<file path="config.mk">
export PLATFORM = sky130hd
export DESIGN_NAME = ticf_top
export DESIGN_NICKNAME = d
export VERILOG_FILES = /design/src/rtl/ticf_pkg.sv /design/src/rtl/ticf_top.sv
export SDC_FILE = /design/constraint.sdc
export NUM_CORES = 1
export LEC_CHECK = 0
export BUFFER_PORTS_ARGS = -buffer_cell sky130_fd_sc_hd__buf_2
export CAP_MARGIN = 20
export CORE_ASPECT_RATIO = 0.75
export CORE_MARGIN = 2
export CORE_UTILIZATION = 45
export DETAILED_ROUTE_END_ITERATION = 10
export GPL_TIMING_DRIVEN = 0
export PLACE_DENSITY_LB_ADDON = 0.1
export SYNTH_ARGS = -nofsm -noshare
export SYNTH_HDL_FRONTEND = slang
export SYNTH_SLANG_ARGS = --single-unit
</file>
<file path="constraint.sdc">
create_clock -name aclk -period 5.8 [get_ports aclk]
set_clock_uncertainty 0.2 [all_clocks]
set_input_delay 0.58 -clock aclk [delete_from_list [all_inputs] [get_ports aclk]]
set_output_delay 0.58 -clock aclk [all_outputs]
set_load 0.02 [all_outputs]
</file>
<file path="src/rtl/ticf_pkg.sv">
// Package of constants and types for the input capture timer with filter
package ticf_pkg;

  // ****************************************
  // Register byte offsets
  // ****************************************
  localparam logic [7:0] ADDR_MODE    = 8'h00; // timer_mode_control
  localparam logic [7:0] ADDR_RUN     = 8'h04; // timer_run_status
  localparam logic [7:0] ADDR_SHARED  = 8'h08; // shared_output_filter_control
  localparam logic [7:0] ADDR_CAPTURE = 8'h0C; // capture_value
  localparam logic [7:0] ADDR_COUNT   = 8'h10; // live counter, read only
  localparam logic [7:0] ADDR_IRQ_ST  = 8'h14; // sticky event status, W1C
  localparam logic [7:0] ADDR_IRQ_MSK = 8'h18; // event mask
  localparam logic [7:0] ADDR_STANDBY = 8'h1C; // stop/watch hold request

  // ****************************************
  // Field positions
  // ****************************************
  // timer_mode_control
  localparam int MODE_LSB  = 0;  // mode select bits 3..0
  localparam int IFE_BIT   = 7;  // overflow_int_enable
  // timer_run_status
  localparam int RUN_BIT   = 7;  // run_control
  localparam int HOLD_BIT  = 6;  // suspend_request
  localparam int IE_BIT    = 5;  // capture_int_enable
  localparam int IR_BIT    = 4;  // edge_detect_flag
  localparam int BF_BIT    = 3;  // buffer_full_flag
  localparam int IF_BIT    = 2;  // overflow flag
  localparam int SO_BIT    = 1;  // output initial level
  localparam int OE_BIT    = 0;  // output enable
  // shared_output_filter_control
  localparam int TOUT_BIT  = 6;  // timer output level, read only
  localparam int FHI1_BIT  = 3;  // filter_sel_hi1
  localparam int FHI0_BIT  = 2;  // filter_sel_hi0
  localparam int FLO1_BIT  = 1;  // filter_sel_lo1
  localparam int FLO0_BIT  = 0;  // filter_sel_lo0
  // Status / mask bits
  localparam int EV_CAP    = 0;
  localparam int EV_OVF    = 1;

  // ****************************************
  // Mode codes, widths, reset values, timing
  // ****************************************
  localparam logic [3:0] MODE_CAP_CLR_RISE = 4'h8;
  localparam logic [3:0] MODE_CAP_CLR_FALL = 4'h9;
  localparam logic [3:0] MODE_CAP_CLR_BOTH = 4'hC;
  localparam logic [3:0] MODE_CAP_FR_RISE  = 4'hD;
  localparam logic [3:0] MODE_CAP_FR_FALL  = 4'hE;
  localparam logic [3:0] MODE_CAP_FR_BOTH  = 4'hF;
  localparam int          REG_W      = 8;
  localparam logic [7:0]  REG_RESET  = 8'h00;
  localparam logic [7:0]  COUNT_ZERO = 8'h00;
  localparam logic [7:0]  COUNT_MAX  = 8'hFF;
  localparam int          FILT_DEPTH = 4;   // pin delay with filter on
  localparam logic [1:0]  RESP_OKAY   = 2'b00;
  localparam logic [1:0]  RESP_SLVERR = 2'b10;

  // Capture arming state
  typedef enum logic [2:0] {
    TICF_IDLE  = 3'b001,
    TICF_SKIP  = 3'b010,
    TICF_ARMED = 3'b100
  } ticf_arm_t;

endpackage

</file>
<file path="src/rtl/ticf_top.sv">
// Input capture timer with pulse noise filter and AXI4-Lite registers
`timescale 1ns/1ps
`default_nettype none

module ticf_top (
  // Clock and reset
  input  wire logic                      aclk,
  input  wire logic                      aresetn,
  // AXI4-Lite write address / data / response
  input  wire logic [7:0]                s_axi_awaddr,
  input  wire logic                      s_axi_awvalid,
  output var  logic                      s_axi_awready,
  input  wire logic [31:0]               s_axi_wdata,
  input  wire logic [3:0]                s_axi_wstrb,
  input  wire logic                      s_axi_wvalid,
  output var  logic                      s_axi_wready,
  output var  logic [1:0]                s_axi_bresp,
  output var  logic                      s_axi_bvalid,
  input  wire logic                      s_axi_bready,
  // AXI4-Lite read address / data
  input  wire logic [7:0]                s_axi_araddr,
  input  wire logic                      s_axi_arvalid,
  output var  logic                      s_axi_arready,
  output var  logic [31:0]               s_axi_rdata,
  output var  logic [1:0]                s_axi_rresp,
  output var  logic                      s_axi_rvalid,
  input  wire logic                      s_axi_rready,
  // External capture pin and timer output
  input  wire logic                      capture_input_pin,
  output var  logic                      timer_out,
  // Interrupt
  output var  logic                      irq
);
  import ticf_pkg::*;

  // ****************************************
  // Registers
  // ****************************************
  logic [REG_W-1:0] mode_ctl;
  logic [REG_W-1:0] run_ctl;      // RUN, HOLD, IE, SO, OE bits
  logic [3:0]       filt_sel;
  logic [REG_W-1:0] capture_data;
  logic [REG_W-1:0] count;
  logic             edge_detect_flag;
  logic             ovf_flag;
  logic             buffer_full_flag;
  logic             tout;
  logic [1:0]       irq_status;
  logic [1:0]       irq_mask;
  logic             standby_hold;
  logic             run_q;
  ticf_arm_t        arm_state;

  // ****************************************
  // AXI4-Lite slave handshakes
  // ****************************************
  logic       aw_held;
  logic       w_held;
  logic [7:0] aw_addr;
  logic [31:0] w_data;
  logic [3:0]  w_strb;

  // Address and data may arrive in either order; hold each until both
  wire aw_take  = s_axi_awvalid & s_axi_awready;
  wire w_take   = s_axi_wvalid & s_axi_wready;
  wire wr_fire  = aw_held & w_held & ~s_axi_bvalid;
  wire ar_take  = s_axi_arvalid & s_axi_arready;
  wire wr_lane0 = wr_fire & w_strb[0];
  // Response code comes from the held address, known before bvalid rises
  wire wr_map   = (aw_addr == ADDR_MODE)   | (aw_addr == ADDR_RUN)
                | (aw_addr == ADDR_SHARED) | (aw_addr == ADDR_CAPTURE)
                | (aw_addr == ADDR_COUNT)  | (aw_addr == ADDR_IRQ_ST)
                | (aw_addr == ADDR_IRQ_MSK)| (aw_addr == ADDR_STANDBY);

  always_ff @(posedge aclk) begin
    if (!aresetn) begin
      aw_held       <= 1'b0;
      w_held        <= 1'b0;
      aw_addr       <= 8'h00;
      w_data        <= 32'h0000_0000;
      w_strb        <= 4'h0;
      s_axi_awready <= 1'b0;
      s_axi_wready  <= 1'b0;
      s_axi_bvalid  <= 1'b0;
      s_axi_bresp   <= RESP_OKAY;
    end else begin
      // Ready drops on the take edge so a held valid is never taken twice
      s_axi_awready <= ~aw_held & ~aw_take;
      s_axi_wready  <= ~w_held & ~w_take;
      if (aw_take) begin
        aw_held <= 1'b1;
        aw_addr <= s_axi_awaddr;
      end
      if (w_take) begin
        w_held <= 1'b1;
        w_data <= s_axi_wdata;
        w_strb <= s_axi_wstrb;
      end
      if (wr_fire) begin
        s_axi_bvalid <= 1'b1;
        s_axi_bresp  <= wr_map ? RESP_OKAY : RESP_SLVERR;
      end else if (s_axi_bvalid && s_axi_bready) begin
        s_axi_bvalid <= 1'b0;
        aw_held      <= 1'b0;
        w_held       <= 1'b0;
      end
    end
  end

  // Write decode; only byte lane 0 carries register data
  wire wr_mode  = wr_lane0 & (aw_addr == ADDR_MODE);
  wire wr_run   = wr_lane0 & (aw_addr == ADDR_RUN);
  wire wr_shr   = wr_lane0 & (aw_addr == ADDR_SHARED);
  wire wr_cap   = wr_lane0 & (aw_addr == ADDR_CAPTURE);
  wire wr_ist   = wr_lane0 & (aw_addr == ADDR_IRQ_ST);
  wire wr_msk   = wr_lane0 & (aw_addr == ADDR_IRQ_MSK);
  wire wr_stby  = wr_lane0 & (aw_addr == ADDR_STANDBY);
  wire [7:0] wb = w_data[7:0];

  // Read mux; flags sit at their fixed bit places
  // The address is decoded live; it stands until taken, so the take sees it
  wire [7:0] run_rd = {run_ctl[RUN_BIT], run_ctl[HOLD_BIT], run_ctl[IE_BIT],
                       edge_detect_flag, buffer_full_flag, ovf_flag,
                       run_ctl[SO_BIT], run_ctl[OE_BIT]};
  wire [7:0] shr_rd = {1'b0, tout, 2'b00, filt_sel};
  logic [7:0] rd_byte;
  logic       rd_ok;
  always_comb begin
    rd_ok   = 1'b1;
    case (s_axi_araddr)
      ADDR_MODE:    rd_byte = mode_ctl;
      ADDR_RUN:     rd_byte = run_rd;
      ADDR_SHARED:  rd_byte = shr_rd;
      ADDR_CAPTURE: rd_byte = capture_data;
      ADDR_COUNT:   rd_byte = count;
      ADDR_IRQ_ST:  rd_byte = {6'd0, irq_status};
      ADDR_IRQ_MSK: rd_byte = {6'd0, irq_mask};
      ADDR_STANDBY: rd_byte = {7'd0, standby_hold};
      default: begin
        rd_byte = COUNT_ZERO;
        rd_ok   = 1'b0;
      end
    endcase
  end

  // Read channel: one outstanding read, answer the cycle after take
  always_ff @(posedge aclk) begin
    if (!aresetn) begin
      s_axi_arready <= 1'b0;
      s_axi_rvalid  <= 1'b0;
      s_axi_rdata   <= 32'h0000_0000;
      s_axi_rresp   <= RESP_OKAY;
    end else begin
      s_axi_arready <= ~s_axi_rvalid & ~ar_take;
      if (ar_take) begin
        s_axi_rvalid <= 1'b1;
        s_axi_rdata  <= {24'h00_0000, rd_byte};
        s_axi_rresp  <= rd_ok ? RESP_OKAY : RESP_SLVERR;
      end else if (s_axi_rready) begin
        s_axi_rvalid <= 1'b0;
      end
    end
  end

  // ****************************************
  // Input noise filter
  // ****************************************
  // Three stored samples plus the live pin form a four-sample window;
  // a level whose pulses are filtered is accepted only once all four agree,
  // so its pulses of up to three clocks vanish; every kept edge arrives four clocks late
  logic [FILT_DEPTH-2:0] pin_hist;
  logic                  filt_q;
  wire [FILT_DEPTH-1:0] pin_win = {pin_hist, capture_input_pin};
  wire hist_hi = &pin_win;
  wire hist_lo = ~|pin_win;
  wire kill_hi = filt_sel[FHI1_BIT] | filt_sel[FHI0_BIT];
  wire kill_lo = filt_sel[FLO1_BIT] | filt_sel[FLO0_BIT];
  wire filt_on = kill_hi | kill_lo;
  // Rise needs a stable high only when high pulses are removed
  // Unfiltered direction still passes the stored samples, same delay
  wire next_filt = filt_q ? (kill_lo ? ~hist_lo : pin_hist[FILT_DEPTH-2])
                          : (kill_hi ?  hist_hi : pin_hist[FILT_DEPTH-2]);
  wire cap_in    = filt_on ? filt_q : capture_input_pin;

  always_ff @(posedge aclk) begin
    if (!aresetn) begin
      pin_hist <= '0;
      filt_q   <= 1'b0;
    end else begin
      pin_hist <= {pin_hist[FILT_DEPTH-3:0], capture_input_pin};
      filt_q   <= next_filt;
    end
  end

  // ****************************************
  // Edge detection and arming
  // ****************************************
  logic cap_prev;
  wire [3:0] mode = mode_ctl[MODE_LSB+3:MODE_LSB];
  wire running    = run_ctl[RUN_BIT];
  wire rise       = cap_in & ~cap_prev;
  wire fall       = ~cap_in & cap_prev;
  wire is_both    = (mode == MODE_CAP_CLR_BOTH) | (mode == MODE_CAP_FR_BOTH);
  wire is_rise    = (mode == MODE_CAP_CLR_RISE) | (mode == MODE_CAP_FR_RISE);
  wire is_fall    = (mode == MODE_CAP_CLR_FALL) | (mode == MODE_CAP_FR_FALL);
  wire is_clr     = (mode == MODE_CAP_CLR_RISE) | (mode == MODE_CAP_CLR_FALL)
                  | (mode == MODE_CAP_CLR_BOTH);
  wire is_cap     = is_both | is_rise | is_fall;
  wire start      = running & ~run_q;
  // Both-edge start with input high skips until the next rise
  wire skip_fall  = (arm_state == TICF_SKIP);
  wire sel_edge   = (is_rise & rise) | (is_fall & fall)
                  | (is_both & (rise | (fall & ~skip_fall)));
  wire cap_evt    = running & is_cap & (arm_state != TICF_IDLE) & sel_edge;
  wire hold_cnt   = run_ctl[HOLD_BIT] | standby_hold;
  // A stale FF left from an earlier run must not count as an overflow
  wire overflow   = running & ~hold_cnt & ~start & (count == COUNT_MAX);

  ticf_arm_t next_arm;
  always_comb begin
    case (arm_state)
      TICF_IDLE:  next_arm = start ? ((is_both & cap_in) ? TICF_SKIP
                                                         : TICF_ARMED)
                                   : TICF_IDLE;
      TICF_SKIP:  next_arm = !running ? TICF_IDLE
                           : (rise ? TICF_ARMED : TICF_SKIP);
      TICF_ARMED: next_arm = running ? TICF_ARMED : TICF_IDLE;
      default:    next_arm = TICF_IDLE;
    endcase
  end

  // ****************************************
  // Counter, capture, flags, output
  // ****************************************
  // Counter runs only while started and not held
  // A start always reloads zero, so a fresh run never inherits a count
  always_ff @(posedge aclk) begin
    if (!aresetn) begin
      count     <= COUNT_ZERO;
      cap_prev  <= 1'b0;
      run_q     <= 1'b0;
      arm_state <= TICF_IDLE;
    end else begin
      cap_prev  <= cap_in;
      run_q     <= running;
      arm_state <= next_arm;
      if (start)
        count <= COUNT_ZERO;
      else if (cap_evt && is_clr)
        count <= COUNT_ZERO;
      else if (running && !hold_cnt)
        count <= count + 8'h01;
    end
  end

  // Capture register; buffer-full is left alone by captures
  // A capture beats a software write landing in the same cycle
  always_ff @(posedge aclk) begin
    if (!aresetn)
      capture_data <= REG_RESET;
    else if (cap_evt)
      capture_data <= count;
    else if (wr_cap)
      capture_data <= wb;
  end

  // Control and flag registers; hardware set beats software clear
  always_ff @(posedge aclk) begin
    if (!aresetn) begin
      mode_ctl         <= REG_RESET;
      run_ctl          <= REG_RESET;
      filt_sel         <= 4'h0;
      edge_detect_flag <= 1'b0;
      ovf_flag         <= 1'b0;
      buffer_full_flag <= 1'b0;
      irq_mask         <= 2'b00;
      standby_hold     <= 1'b0;
    end else begin
      if (wr_mode) mode_ctl <= wb;
      if (wr_run)  run_ctl  <= wb;
      if (wr_shr)  filt_sel <= wb[3:0];
      if (wr_msk)  irq_mask <= wb[1:0];
      if (wr_stby) standby_hold <= wb[0];
      // Writing zero clears a flag; writing one leaves it
      edge_detect_flag <= cap_evt
                        | (edge_detect_flag & ~(wr_run & ~wb[IR_BIT]));
      ovf_flag         <= overflow
                        | (ovf_flag & ~(wr_run & ~wb[IF_BIT]));
      buffer_full_flag <= buffer_full_flag
                        & ~(wr_run & ~wb[BF_BIT]);
    end
  end

  // Timer output: load initial level on start, toggle on overflow
  // The level is kept while stopped, as overflow needs a running count
  always_ff @(posedge aclk) begin
    if (!aresetn)
      tout <= 1'b0;
    else if (start)
      tout <= run_ctl[SO_BIT];
    else if (overflow)
      tout <= ~tout;
  end

  // ****************************************
  // Interrupt status and output
  // ****************************************
  // Events reach status only when their enable bit is set
  wire [1:0] ev_now;
  assign ev_now[EV_CAP] = cap_evt & run_ctl[IE_BIT];
  assign ev_now[EV_OVF] = overflow & mode_ctl[IFE_BIT];
  always_ff @(posedge aclk) begin
    if (!aresetn) begin
      irq_status <= 2'b00;
      irq       <= 1'b0;
      timer_out <= 1'b0;
    end else begin
      irq_status <= ev_now | (irq_status & ~({2{wr_ist}} & wb[1:0]));
      irq       <= |(irq_status & irq_mask);
      timer_out <= tout & run_ctl[OE_BIT];
    end
  end

endmodule

`default_nettype wire

</file>
* After elaboration in Yosys (flattened, before gate mapping)
Cells that the tools add are included.
** Storage, ports and cells
- Register bits after elaboration :: 92
- Input bits :: 60
- Output and inout bits :: 43
- Word-level logic and storage cells :: 189
** Operators by class
- Add/subtract/negate cells :: 1
- Eq/ne operators :: 25
- Muxes and demuxes :: 28
- Bitwise logic cells :: 88
- Reductions and logical operators :: 15
** Operators by type and width (number)
- 8-bit by 5-bit == test with 1-bit output (second input constant) :: 8
- 8-bit case mux with 8 select lines :: 1
- 1-bit AND :: 39
- 8-bit by 4-bit == test with 1-bit output (second input constant) :: 4
- 4-bit == test (second input constant) :: 6
- 1-bit bitwise OR :: 23
- 1-bit inverter :: 21
- 1-bit 2-to-1 mux :: 17
- 8-bit by 3-bit == test with 1-bit output (second input constant) :: 2
- 8-bit logical NOT :: 2
- 8-bit 2-to-1 mux :: 2
- 3-bit 2-to-1 mux :: 5
- 3-bit case mux with 3 select lines :: 1
- 8-bit by 1-bit adder with 8-bit output (second input constant) :: 1
- 8-bit == test (second input constant) :: 1
- 2-bit nonzero test :: 4
- 8-bit OR reduction :: 1
- 2-bit AND :: 3
- 2-bit 2-to-1 mux :: 2
- 4-bit AND reduction :: 1
- 4-bit OR reduction :: 1
- 3-bit by 1-bit == test with 1-bit output (second input constant) :: 1
- 3-bit by 2-bit == test with 1-bit output (second input constant) :: 1
- 3-bit == test (second input constant) :: 1
- other kinds (7) :: 9

* Depth between registers and ports, before layout
Gate-level depths: netlist of run 1.
- Word-level depth :: 12
- Mapped depth :: 6
- Mapped depth without buffers :: 5

* Worst setup path before layout of run 1
OpenSTA, ideal clock, no wires.
- Path type :: register -> register
- Start :: register aw_addr[6]
- End :: register mode_ctl[0]
- Library setup time :: 0.128 ns
- Arrival time :: 1.950 ns
- Setup slack :: 3.522 ns
- Cell stages (with the launch flop) :: 6
- Path buffers :: 0
- Period minus slack after synthesis :: 2.278 ns
- Path through :: dfxtp_1 or4_4 or3_4 nor4_4 mux2i_1 nor2_1
** Between the ends
- Cells in the longest elaborated chain, start to end :: 2
** RTL lines
- start: declaration :: line ticf_top.sv:59 : logic [7:0] aw_addr;
- start signal: assignment :: line ticf_top.sv:92 : aw_addr <= s_axi_awaddr;
- 8-bit logical NOT :: line ticf_top.sv:111 : wire wr_mode = wr_lane0 & (aw_addr == ADDR_MODE);
- 1-bit AND :: line ticf_top.sv:111
- end signal: assignment :: line ticf_top.sv:279 : if (wr_mode) mode_ctl <= wb;
- end: declaration :: line ticf_top.sv:39 : logic [REG_W-1:0] mode_ctl;
Every way passes these cells.
A chain may end at the register's enable or synchronous reset.

* Worst setup path after layout of run 1
- Start :: register filt_sel[2]
- End :: register count[2]
** Between the ends
- Cells in the longest elaborated chain, start to end :: 12
- Elaborated cells on any way between the ends :: 16
- Those cells by class :: 1 x mux; 13 x bitwise; 2 x reduce/logical
** RTL lines
- start: declaration :: line ticf_top.sv:41 : logic [3:0] filt_sel;
- start signal: assignment :: line ticf_top.sv:281 : if (wr_shr) filt_sel <= wb[3:0];
- 1-bit bitwise OR (*) :: line ticf_top.sv:176 : wire kill_hi = filt_sel[FHI1_BIT] | filt_sel[FHI0_BIT];
- 1-bit bitwise OR (*) :: line ticf_top.sv:178 : wire filt_on = kill_hi | kill_lo;
- 1-bit 2-to-1 mux (*) :: line ticf_top.sv:183 : wire cap_in = filt_on ? filt_q : capture_input_pin;
- 1-bit inverter :: line ticf_top.sv:202 : wire fall = ~cap_in & cap_prev;
- 1-bit AND :: line ticf_top.sv:202
- 1-bit AND :: line ticf_top.sv:213 : | (is_both & (rise | (fall & ~skip_fall)));
- 1-bit bitwise OR :: line ticf_top.sv:213
- 1-bit AND :: line ticf_top.sv:213
- 1-bit bitwise OR (*) :: line ticf_top.sv:213
- 1-bit AND (*) :: line ticf_top.sv:214 : wire cap_evt = running & is_cap & (arm_state != TICF_IDLE) & sel_edge;
- 1-bit logical AND (*) :: line ticf_top.sv:249 : else if (cap_evt && is_clr)
- 3-bit OR reduction (no line) (*)
- end signal: assignment :: line ticf_top.sv:252 : count <= count + 8'h01;
- end: declaration :: line ticf_top.sv:43 : logic [REG_W-1:0] count;
Mark *: on every way between the ends. The rest lies on a longest branch, timed or not.

==> summary.md, run 1 <==
| Metric | Value |
|---|---|
| Clock slew at reported path FFs | `60 ps` |
| Root Driver | `clkbuf_16` |
| Placed instance count | `628` |
| Arrival @ worst endpoint | `2880 ps` |
| CP Max Fanout | `8` |
| Antenna Violating Nets Remaining | `0` |
| Ys Warns | `0` |
| Fin crit share | `0.499` |
| Hold_buf cts | `0` |
| Final net count | `593` |
| Cell Area, Synth | `4030 µm²` |
| Hold path start | `s_axi_rvalid$_SDFFE_PN0P_` |
| Diodes inserted | `0` |
| Hold_ws | `246 ps` |
| Max VDD drop | `172 µV` |
| Pre-CTS setup slack | `2930 ps` |
| Worst Max-Slew Pin Slew | `747 ps` |
| Number of global-route vias before repair | `3107` |
| Max-cap violations | `0` |
| CP Class | `reg2reg` |
| FF-to-FF Start | `filt_sel[2]$_SDFFE_PN0P_` |
| Overall routing resource usage | `0.215` |
| Worst min-delay path class | `reg2reg` |
| Worst Setup SP | `filt_sel[2]$_SDFFE_PN0P_` |
| Placer congestion estimate | `0.853` |
| Avg Synthesized Cell Area | `9.01 µm²` |
| Startpoint types | `flip-flop` |
| Post-synth ARST share | `0` |
| H-tree Lvls | `3` |
| Routed vias | `3366` |
| Setup WS post-layout | `2910 ps` |
| Chip width | `113 µm` |
| Initial Utilization | `0.470` |
| First DRT Iteration DRCs | `251` |
| Fin cells | `643` |
| Fin. Hold Viols | `0` |
| Largest net degree at the start of global routing | `13` |
| Fin Setup TNS | `0 ps` |
| I/O Pins | `103` |
| Area delta synth->final | `17.9%` |
| Cell count after synthesis | `447` |
| Clock Latency Late Sink | `340 ps` |
| DR WL/cell | `15.6 µm` |
| TritonCTS clock tree | `built` |
| Sequential area share after synthesis | `0.433` |
| Global route total overflow | `0` |
| Setup bufs post-CTS | `0` |
| TritonCTS Buffers | `9` |
| # setup viols final | `0` |
| CTS sink count | `87` |
| Data required time of the worst path | `5790 ps` |
| Slew headroom | `0.488` |
| Ys flop type | `dfxtp_1` |
| Die area | `9730 µm²` |
| Site Rows | `29` |
| Initial antenna violation count | `0` |
| EDFF count, synth | `0` |
| Chip height | `85.9 µm` |
| CTS resizes | `0` |
| Crit path capture type | `flip-flop` |
| Pre-Repair DR Iteration Count | `7` |
| Final wirelength | `10.0 mm` |
| Maximum clock rate | `0.346 GHz` |
| Crit path time final | `2890 ps` |
| Pwr Total | `1.23 mW` |
| Share of post-route cells with drive strength above 1 | `0.206` |
| Max clock buf depth | `2` |
| # DRC | `4` |
| RSZ-0062 raised after global routing | `false` |
| Failing checks | `design-rule violations` |
| Routed vias/inst | `5.23` |
| Yosys reg bits | `87` |
| Dpl hpwl | `7.54 mm` |
| Pwr Density | `259 nW/µm²` |
| Pleak | `1.91 nW` |
| Std-Cell Core Area | `8560 µm²` |
| PortBufs | `48` |
| First-pass GRT wire length | `16.1 mm` |
| Final Slew Violations | `0` |
| Netlist cell types | `55` |
| Outcome | `finished with violations` |
==> logic make-up after synthesis <==
group	after synthesis	synth area share
AND/OR/NAND/NOR	183	0.221
adder cells (fa/ha/maj)	1	0.00311
flip-flops	87	0.433
XOR/XNOR	10	0.0218
buffers and inverters	49	0.0842
other	1	0.000931
multiplexers	47	0.129
AO/OA/AOI/OAI	69	0.108
==> power by group <==
part	internal [mW]	switching, mW
combinational	0.0412	0.0629
clock	0.284	0.221
sequential	0.609	0.0104
total	0.934	0.294
==> critical path, cell delays in order, from the launching register on <==
cell and delay, ps:
dfxtp_1 340, nor4_1 330, mux2i_1 690, o2111ai_1 360
a21oi_1 690, nor3_1 130
==> placed cells by master (no fill, tap or decap), types with 15 or more instances in the layout <==
| cell type | Yosys | final |
|---|---|---|
| dfxtp_1 | 87 | 87 |
| nand2_1 | 80 | 80 |
| buf_2 | 0 | 49 |
| nor2_1 | 37 | 37 |
| mux2i_1 | 36 | 36 |
| a21oi_1 | 26 | 26 |
| buf_4 | 26 | 26 |
| conb_1 | 1 | 26 |
| nor3_1 | 20 | 20 |
| o21ai_0 | 15 | 15 |
==> sequential cells by signal (all words and copies together) (netlist names), 4 cells and up <==
register	flops
capture_data	8
filt_sel	4
mode_ctl	8
w_data	8
count	8
aw_addr	8
s_axi_rdata	8
run_ctl	5
==> path summary, 6_finish.rpt <==
path,to,slack [ps],cells after the start
worst max-delay path,count[2]$_SDFFE_PP0P_,2910,5
worst min-delay path,s_axi_arready$_SDFF_PN0_,250,1
worst max register to register,count[2]$_SDFFE_PP0P_,2910,5
worst min register to register,s_axi_arready$_SDFF_PN0_,250,1
==> per-layer routing <==
layer | part of all wire | global-route usage | up-vias
met3 | 0.057 | 0.0516 | 12
li1 | - | - | 1679
met4 | 0.014 | 0.0732 | 0
met2 | 0.43 | 0.320 | 99
met5 | 0 | 0 | -
met1 | 0.50 | 0.306 | 1576
==> synthesized netlist by cell type (all sizes together) (5+ instances only) <==
cell type  number  area share
xnor2           6       0.013
nor3b           6       0.012
nor2           37       0.034
mux2i          36       0.089
a22oi           8       0.015
mux2            8       0.022
buf            30       0.054
o21ai          15       0.019
nand3           5      0.0062
nand4           5      0.0078
and2            7       0.011
nor3           20       0.025
nand2          81       0.077
a21oi          26       0.032
clkbuf         13       0.017
dfxtp          87        0.43
==> cell type report <==
cell class / instances / area, µm²
clock inverters: 2 / 10.0
fillers: 806 / 3820
inverters: 5 / 18.8
plain buffers: 44 / 320
clock buffers: 12 / 236
multi-input cells: 336 / 2040
repair buffers: 49 / 245
flip-flops and latches: 87 / 1740
well taps: 108 / 135
==> per-stage QoR <==
stage / util / area [µm²]
floorplan: - / 4120
global placement: 0.525 / 4500
detailed placement: 0.525 / 4500
CTS: 0.554 / 4740
global route: 0.554 / 4750
finish: 0.554 / 4750
Power figures use the tool's default switching activity.
==> run 2, diff against run 1 <==
- ABC_AREA: not set -> 1
- clock period: 5.8 -> 2.4 ns (I/O delays scaled with it)
==> run 2 against run 1 <==
The run now ends clean; critical path depth is 2 higher; die area rose by 2.8%; wire length up 11%; worst hold slack worse by 240 ps; synthesized cell count is 28% higher; sequential share of layout area down 2.6 points; first-iteration DRC count is 2.0% lower; count of clock-buffer cells in the layout down 1; synthesized area is 3.0% higher; critical path type unchanged; largest cell class unchanged.
==> summary.md, run 2 <==
| Metric | Value |
|---|---|
| Final net count | `734` |
| Max-cap violations | `0` |
| CTS sink count | `87` |
| Cell count after synthesis | `572` |
| Largest net degree at the start of global routing | `14` |
| Commonest non-fill, non-tap cell in the layout | `nand2_1` |
| FF-to-FF Start | `aw_addr[5]$_SDFFE_PN0P_` |
| TritonCTS clock tree | `built` |
| Diodes inserted | `0` |
| Crit path time final | `2070 ps` |
| Outcome | `finished, final reports clean` |
| Post-synth ARST share | `0` |
| Min-Delay Endpoint | `w_data[1]$_SDFFE_PN0P_` |
| Worst hold stages | `3` |
| Sequential area share after synthesis | `0.420` |
| Crit path capture type | `flip-flop` |
| TritonCTS Buffers | `9` |
| Placer congestion estimate | `0.930` |
| Fin crit share | `0.862` |
| Layout fillers | `887` |
| Area occupied by multi-input gates | `1980 µm²` |
| Global route total overflow | `0` |
| Ys Warns | `0` |
| Clock Latency Late Sink | `340 ps` |
| Worst Max-Slew Pin Slew | `893 ps` |
| Yosys reg bits | `87` |
| Avg Synthesized Cell Area | `7.25 µm²` |
| Maximum clock rate | `0.483 GHz` |
| Share of post-route cells with drive strength above 1 | `0.192` |
| Startpoint types | `flip-flop` |
| Chip height | `87.1 µm` |
| PortBufs | `48` |
| Dpl hpwl | `8.37 mm` |
| Antenna Violating Nets Remaining | `0` |
| Max clock buf depth | `2` |
| # setup viols final | `0` |
| Final core utilization | `0.566` |
| RSZ-0062 raised after global routing | `false` |
| Ys flop type | `dfxtp_1` |
| Area delta synth->final | `23.1%` |
| Std-Cell Core Area | `9010 µm²` |
| Reg-to-Reg End | `run_ctl[7]$_SDFFE_PN0N_` |
| Fin. Hold Viols | `0` |
| Area contributors post-synth | `dfxtp_1 (42%), nand2_1 (8.5%), o21ai_0 (6.5%), inv_1 (5.7%), nor2_1 (5.7%)` |
| Worst-case reg-to-reg path depth | `7` |
| Most frequent cells in the layout | `nand2_1 (94), dfxtp_1 (87), inv_1 (63), nor2_1 (63), o21ai_0 (54)` |
| Final Slew Violations | `0` |
| Pwr Density | `644 nW/µm²` |
| Data required time of the worst path | `2420 ps` |
| Fin Setup TNS | `0 ps` |
| Overall routing resource usage | `0.235` |
| H-tree Lvls | `3` |
| Die area | `10000 µm²` |
| Netlist cell types | `39` |
| Cell Area, Synth | `4150 µm²` |
| CP Max Fanout | `10` |
| Clock slew at reported path FFs | `60 ps` |
| Final wirelength | `11.1 mm` |
| Initial antenna violation count | `0` |
| Number of global-route vias before repair | `3726` |
| Most frequent cells after synthesis | `nand2_1 (94), dfxtp_1 (87), inv_1 (63), nor2_1 (63), o21ai_0 (54)` |
| Max VDD drop | `521 µV` |
| Worst min-delay path class | `in2reg` |
| EDFF count, synth | `0` |
| Top-count cell post-synth | `nand2_1` |
| First-pass GRT wire length | `18.0 mm` |
| Pre-Repair DR Iteration Count | `5` |
| I/O Pins | `103` |
| Area leader, netlist | `dfxtp_1` |
| Arrival @ worst endpoint | `2080 ps` |
| CTS resizes | `0` |
| DR WL/cell | `14.0 µm` |
| Root Driver | `clkbuf_16` |
| Flop-to-flop setup slack | `330 ps` |
| Initial Utilization | `0.460` |
| # DRC | `0` |
| First DRT Iteration DRCs | `246` |
| Sequential cell area | `1740 µm²` |
| Slew headroom | `0.400` |
| Chip width | `115 µm` |
| Routed vias/inst | `5.06` |
| Yosys top cell area share | `0.420` |
| Pleak | `2.29 nW` |
| Site Rows | `30` |
| Hold path start | `s_axi_wdata[1]` |
| CP Class | `reg2reg` |
| Routed vias | `3990` |
[run 2: changes by cell type after synthesis, moves of 8 or more]
cell     change
a21oi_1     +21
a22oi_1      -8
inv_1       +59
mux2_2       -8
mux2i_1     -36
nand2_1     +14
nand2_2     +12
nand3_1     +29
nand4_1      +8
nor2_1      +26
nor3_1       -8
o21ai_0     +39
[run 2: cells by family (layout without fill, tap and decap cells)]
| family | after synthesis | count (layout) | synth area share |
|---|---|---|---|
| xor gates and xnor gates | 7 | 7 | 0.0148 |
| DFF | 87 | 87 | 0.420 |
| and+or+nand+nor | 248 | 248 | 0.279 |
| AOI/OAI and AO/OA | 120 | 120 | 0.157 |
| adders and majority gates | 1 | 1 | 0.00302 |
| buffers and inverters | 108 | 188 | 0.125 |
| other | 1 | 26 | 0.000905 |
[run 2: area by class of cell]
type | instances | share of cell area
Buffer | 40 | 0.0515
Clock buffer | 11 | 0.0476
Clock inverter | 4 | 0.0137
Inverter | 68 | 0.0500
Multi-Input combinational cell | 402 | 0.388
Sequential cell | 87 | 0.341
Tap cell | 112 | 0.0275
Timing Repair Buffer | 65 | 0.0804
[run 2: routing by layer]
layer  wire length (µm)  GRT usage
met1               5150      0.331
met2               4630      0.354
met3               1080     0.0605
met4                185     0.0723
met5                  0          0
[run 2: critical path, stage by stage (launching register included)]
cell and delay [ps]:
dfxtp_1 310, nor3_1 260, nand2_1 190, inv_2 220, nand4_1 140, buf_2 230, o21ai_0 330, a21oi_1 70
[run 2: worst max path at each step]
stage          slack, ps                       from                           end
2_1_floorplan        790  s_axi_bvalid$_SDFFE_PN0P_  capture_data[7]$_SDFFE_PN0P_
3_3_place_gp         350                    aresetn   s_axi_rdata[7]$_SDFFE_PN0P_
3_5_place_dp         340                    aresetn   s_axi_rdata[7]$_SDFFE_PN0P_
4_1_cts              340    aw_addr[5]$_SDFFE_PN0P_       run_ctl[7]$_SDFFE_PN0N_
5_1_grt              210    aw_addr[5]$_SDFFE_PN0P_       run_ctl[7]$_SDFFE_PN0N_
6_report             330    aw_addr[5]$_SDFFE_PN0P_       run_ctl[7]$_SDFFE_PN0N_
[run 2: metrics by stage]
stage | cells | cell area (µm²) | hold slack (ps) | power, mW | setup WS [ps]
2_1_floorplan | 597 | 4240 | 133 | 1.73 | 793
3_3_place_gp | 757 | 4620 | 213 | 1.81 | 353
3_5_place_dp | 757 | 4620 | 220 | 1.81 | 336
4_1_cts | 789 | 5100 | 1.46 | 3.30 | 344
5_1_grt | 789 | 5100 | 10.7 | 3.40 | 210
6_report | 789 | 5100 | 3.15 | 3.29 | 332
[run 2: where the power goes]
group	switching [mW]	internal [mW]	total (mW)
registers	0.0261	1.48	1.51
logic	0.186	0.110	0.296
clock network	0.555	0.931	1.49
total	0.766	2.52	3.29
[run 2: timing repair]
action / 4_1_cts / 5_1_grt
endpoints found under the hold margin: 17 / 0
buffers inserted: 0 / 0
hold buffers: 17 / 0
==> run 3, diff against run 2 <==
- CORE_ASPECT_RATIO: 0.75 -> 1.1
==> run 3 against run 2 <==
Design area shrank 1.6%; highest routed layer unchanged; critical endpoint is now s_axi_rdata[2]$_SDFFE_PN0P_; setup slack gained 15 ps; sequential power is essentially flat; global-route usage grew 0.41 points; largest power group unchanged.
==> summary.md, run 3 (synthesized netlist as in run 2, its figures left out) <==
| Metric | Value |
|---|---|
| Outcome | `finished, final reports clean` |
| Chip width | `95.5 µm` |
| Site Rows | `36` |
| Global route total overflow | `0` |
| Worst Max-Slew Pin Slew | `917 ps` |
| Crit path time final | `2050 ps` |
| Routed vias/inst | `4.93` |
| Largest net degree at the start of global routing | `14` |
| Max clock buf depth | `2` |
| Arrival @ worst endpoint | `2170 ps` |
| Pleak | `2.25 nW` |
| Initial antenna violation count | `0` |
| Number of global-route vias before repair | `3735` |
| Overall routing resource usage | `0.239` |
| Clock Latency Late Sink | `370 ps` |
| RSZ-0062 raised after global routing | `false` |
| Final wirelength | `11.1 mm` |
| Layout fillers | `907` |
| Area delta synth->final | `21.2%` |
| Placer congestion estimate | `0.900` |
| CP Class | `in2reg` |
| Min-Delay Endpoint | `run_ctl[0]$_SDFFE_PN0N_` |
| Placed instance count | `759` |
| Antenna Violating Nets Remaining | `0` |
| CTS sink count | `87` |
| Area occupied by multi-input gates | `1980 µm²` |
| Share of post-route cells with drive strength above 1 | `0.191` |
| FF-to-FF Start | `mode_ctl[3]$_SDFFE_PN0P_` |
| Hold path start | `aresetn` |
| Std-Cell Core Area | `8920 µm²` |
| Pwr Density | `563 nW/µm²` |
| TritonCTS clock tree | `built` |
| Die area | `10000 µm²` |
| Most frequent cells in the layout | `nand2_1 (94), dfxtp_1 (87), inv_1 (63), nor2_1 (63), o21ai_0 (54)` |
| Root Driver | `clkbuf_8` |
| Final core utilization | `0.563` |
| # setup viols final | `0` |
| Data required time of the worst path | `2510 ps` |
| Max VDD drop | `290 µV` |
| Slew headroom | `0.384` |
| I/O Pins | `103` |
| TritonCTS Buffers | `9` |
| Pwr Total | `2.83 mW` |
| Most used cell, CP | `nand2_1` |
| Chip height | `105 µm` |
| Crit-path cells | `dlygate4sd3_1 > buf_2 > nand2_1 > nor2_1 > inv_1 > nor3_1 > o21ai_0 > nand2_1` |
| Max incr delay on CP | `700 ps` |
| # DRC | `0` |
| Setup bufs post-CTS | `0` |
| Crit path capture type | `flip-flop` |
| PortBufs | `48` |
| Fin crit share | `0.856` |
| Initial Utilization | `0.465` |
| Maximum clock rate | `0.487 GHz` |
| Pre-Repair DR Iteration Count | `4` |
| Commonest non-fill, non-tap cell in the layout | `nand2_1` |
| Worst min-delay path class | `in2reg` |
| Sequential cell area | `1740 µm²` |
| DR WL/cell | `14.0 µm` |
| Final Slew Violations | `0` |
| Reg-to-Reg End | `count[4]$_SDFFE_PP0P_` |
| Routed vias | `3927` |
| Flop-to-flop setup slack | `380 ps` |
| Crit-path slowest cell | `nor3_1` |
| Worst hold stages | `3` |
| First-pass GRT wire length | `18.4 mm` |
| Max-cap violations | `0` |
| Worst-case reg-to-reg path depth | `7` |
| Diodes inserted | `0` |
| Fin cells | `796` |
| Fin Setup TNS | `0 ps` |
| Clock slew at reported path FFs | `80 ps` |
| Worst Setup SP | `s_axi_arvalid` |
| Startpoint types | `primary input` |
| Fin. Hold Viols | `0` |
| Final net count | `738` |
| Dpl hpwl | `8.43 mm` |
| H-tree Lvls | `3` |
| First DRT Iteration DRCs | `217` |
| CP Max Fanout | `8` |
## run 3: cell count changes in the layout (fill, tap and decap cells not counted)
cell and change:
clkbuf_16 -9, clkbuf_8 +9, dlygate4sd3_1 +4, bufinv_16 -1
clkbuf_1 +1, clkinv_2 +1
## run 3: routing by layer
layer	vias up	routed length, µm	track usage
met3	22	544	0.0303
li1	2027	-	-
met1	1749	4900	0.298
met2	129	5300	0.402
met5	-	0	0
met4	0	387	0.115
## run 3: worst max-delay path, delay by kind of cell
family	cells	cell delay (ps)
buffers and inverters	3	670
AOI/OAI and AO/OA	1	270
and+or+nand+nor	4	980
## run 3: cell type report
class,instances,area share
plain buffers,40,0.0523
flip-flops and latches,87,0.347
well taps,114,0.0284
inverters,68,0.0508
repair buffers,69,0.0897
multi-input cells,402,0.394
clock buffers,12,0.0289
clock inverters,4,0.00897
## run 3: stage by stage
stage	setup WS, ps	hold WS [ps]	area, µm²
after floorplan	793	133	4240
after global placement	157	215	4620
after detailed placement	173	217	4620
after CTS	313	37.1	5020
after global routing	173	54.4	5020
final	347	29.6	5020
## run 3: where the power goes
group / leakage, nW / switching (mW) / internal [mW] / total, mW
Clock: 0.100 / 0.525 / 0.506 / 1.03
Combinational: 1.45 / 0.181 / 0.114 / 0.295
Sequential: 0.706 / 0.0272 / 1.48 / 1.50
## run 3: how the worst max path moves through the flow
stage / end / cells after the start / slack [ps]
6_report: s_axi_rdata[2]$_SDFFE_PN0P_ / 8 / 350
4_1_cts: s_axi_rdata[2]$_SDFFE_PN0P_ / 8 / 310
2_1_floorplan: capture_data[7]$_SDFFE_PN0P_ / 7 / 790
5_1_grt: s_axi_rdata[2]$_SDFFE_PN0P_ / 8 / 170
3_5_place_dp: s_axi_rdata[2]$_SDFFE_PN0P_ / 7 / 170
3_3_place_gp: s_axi_rdata[2]$_SDFFE_PN0P_ / 7 / 160
## run 3: timing repair
action,in CTS,in global routing
hold endpoints to repair,25,0
hold buffers,21,0
resized for setup,0,0
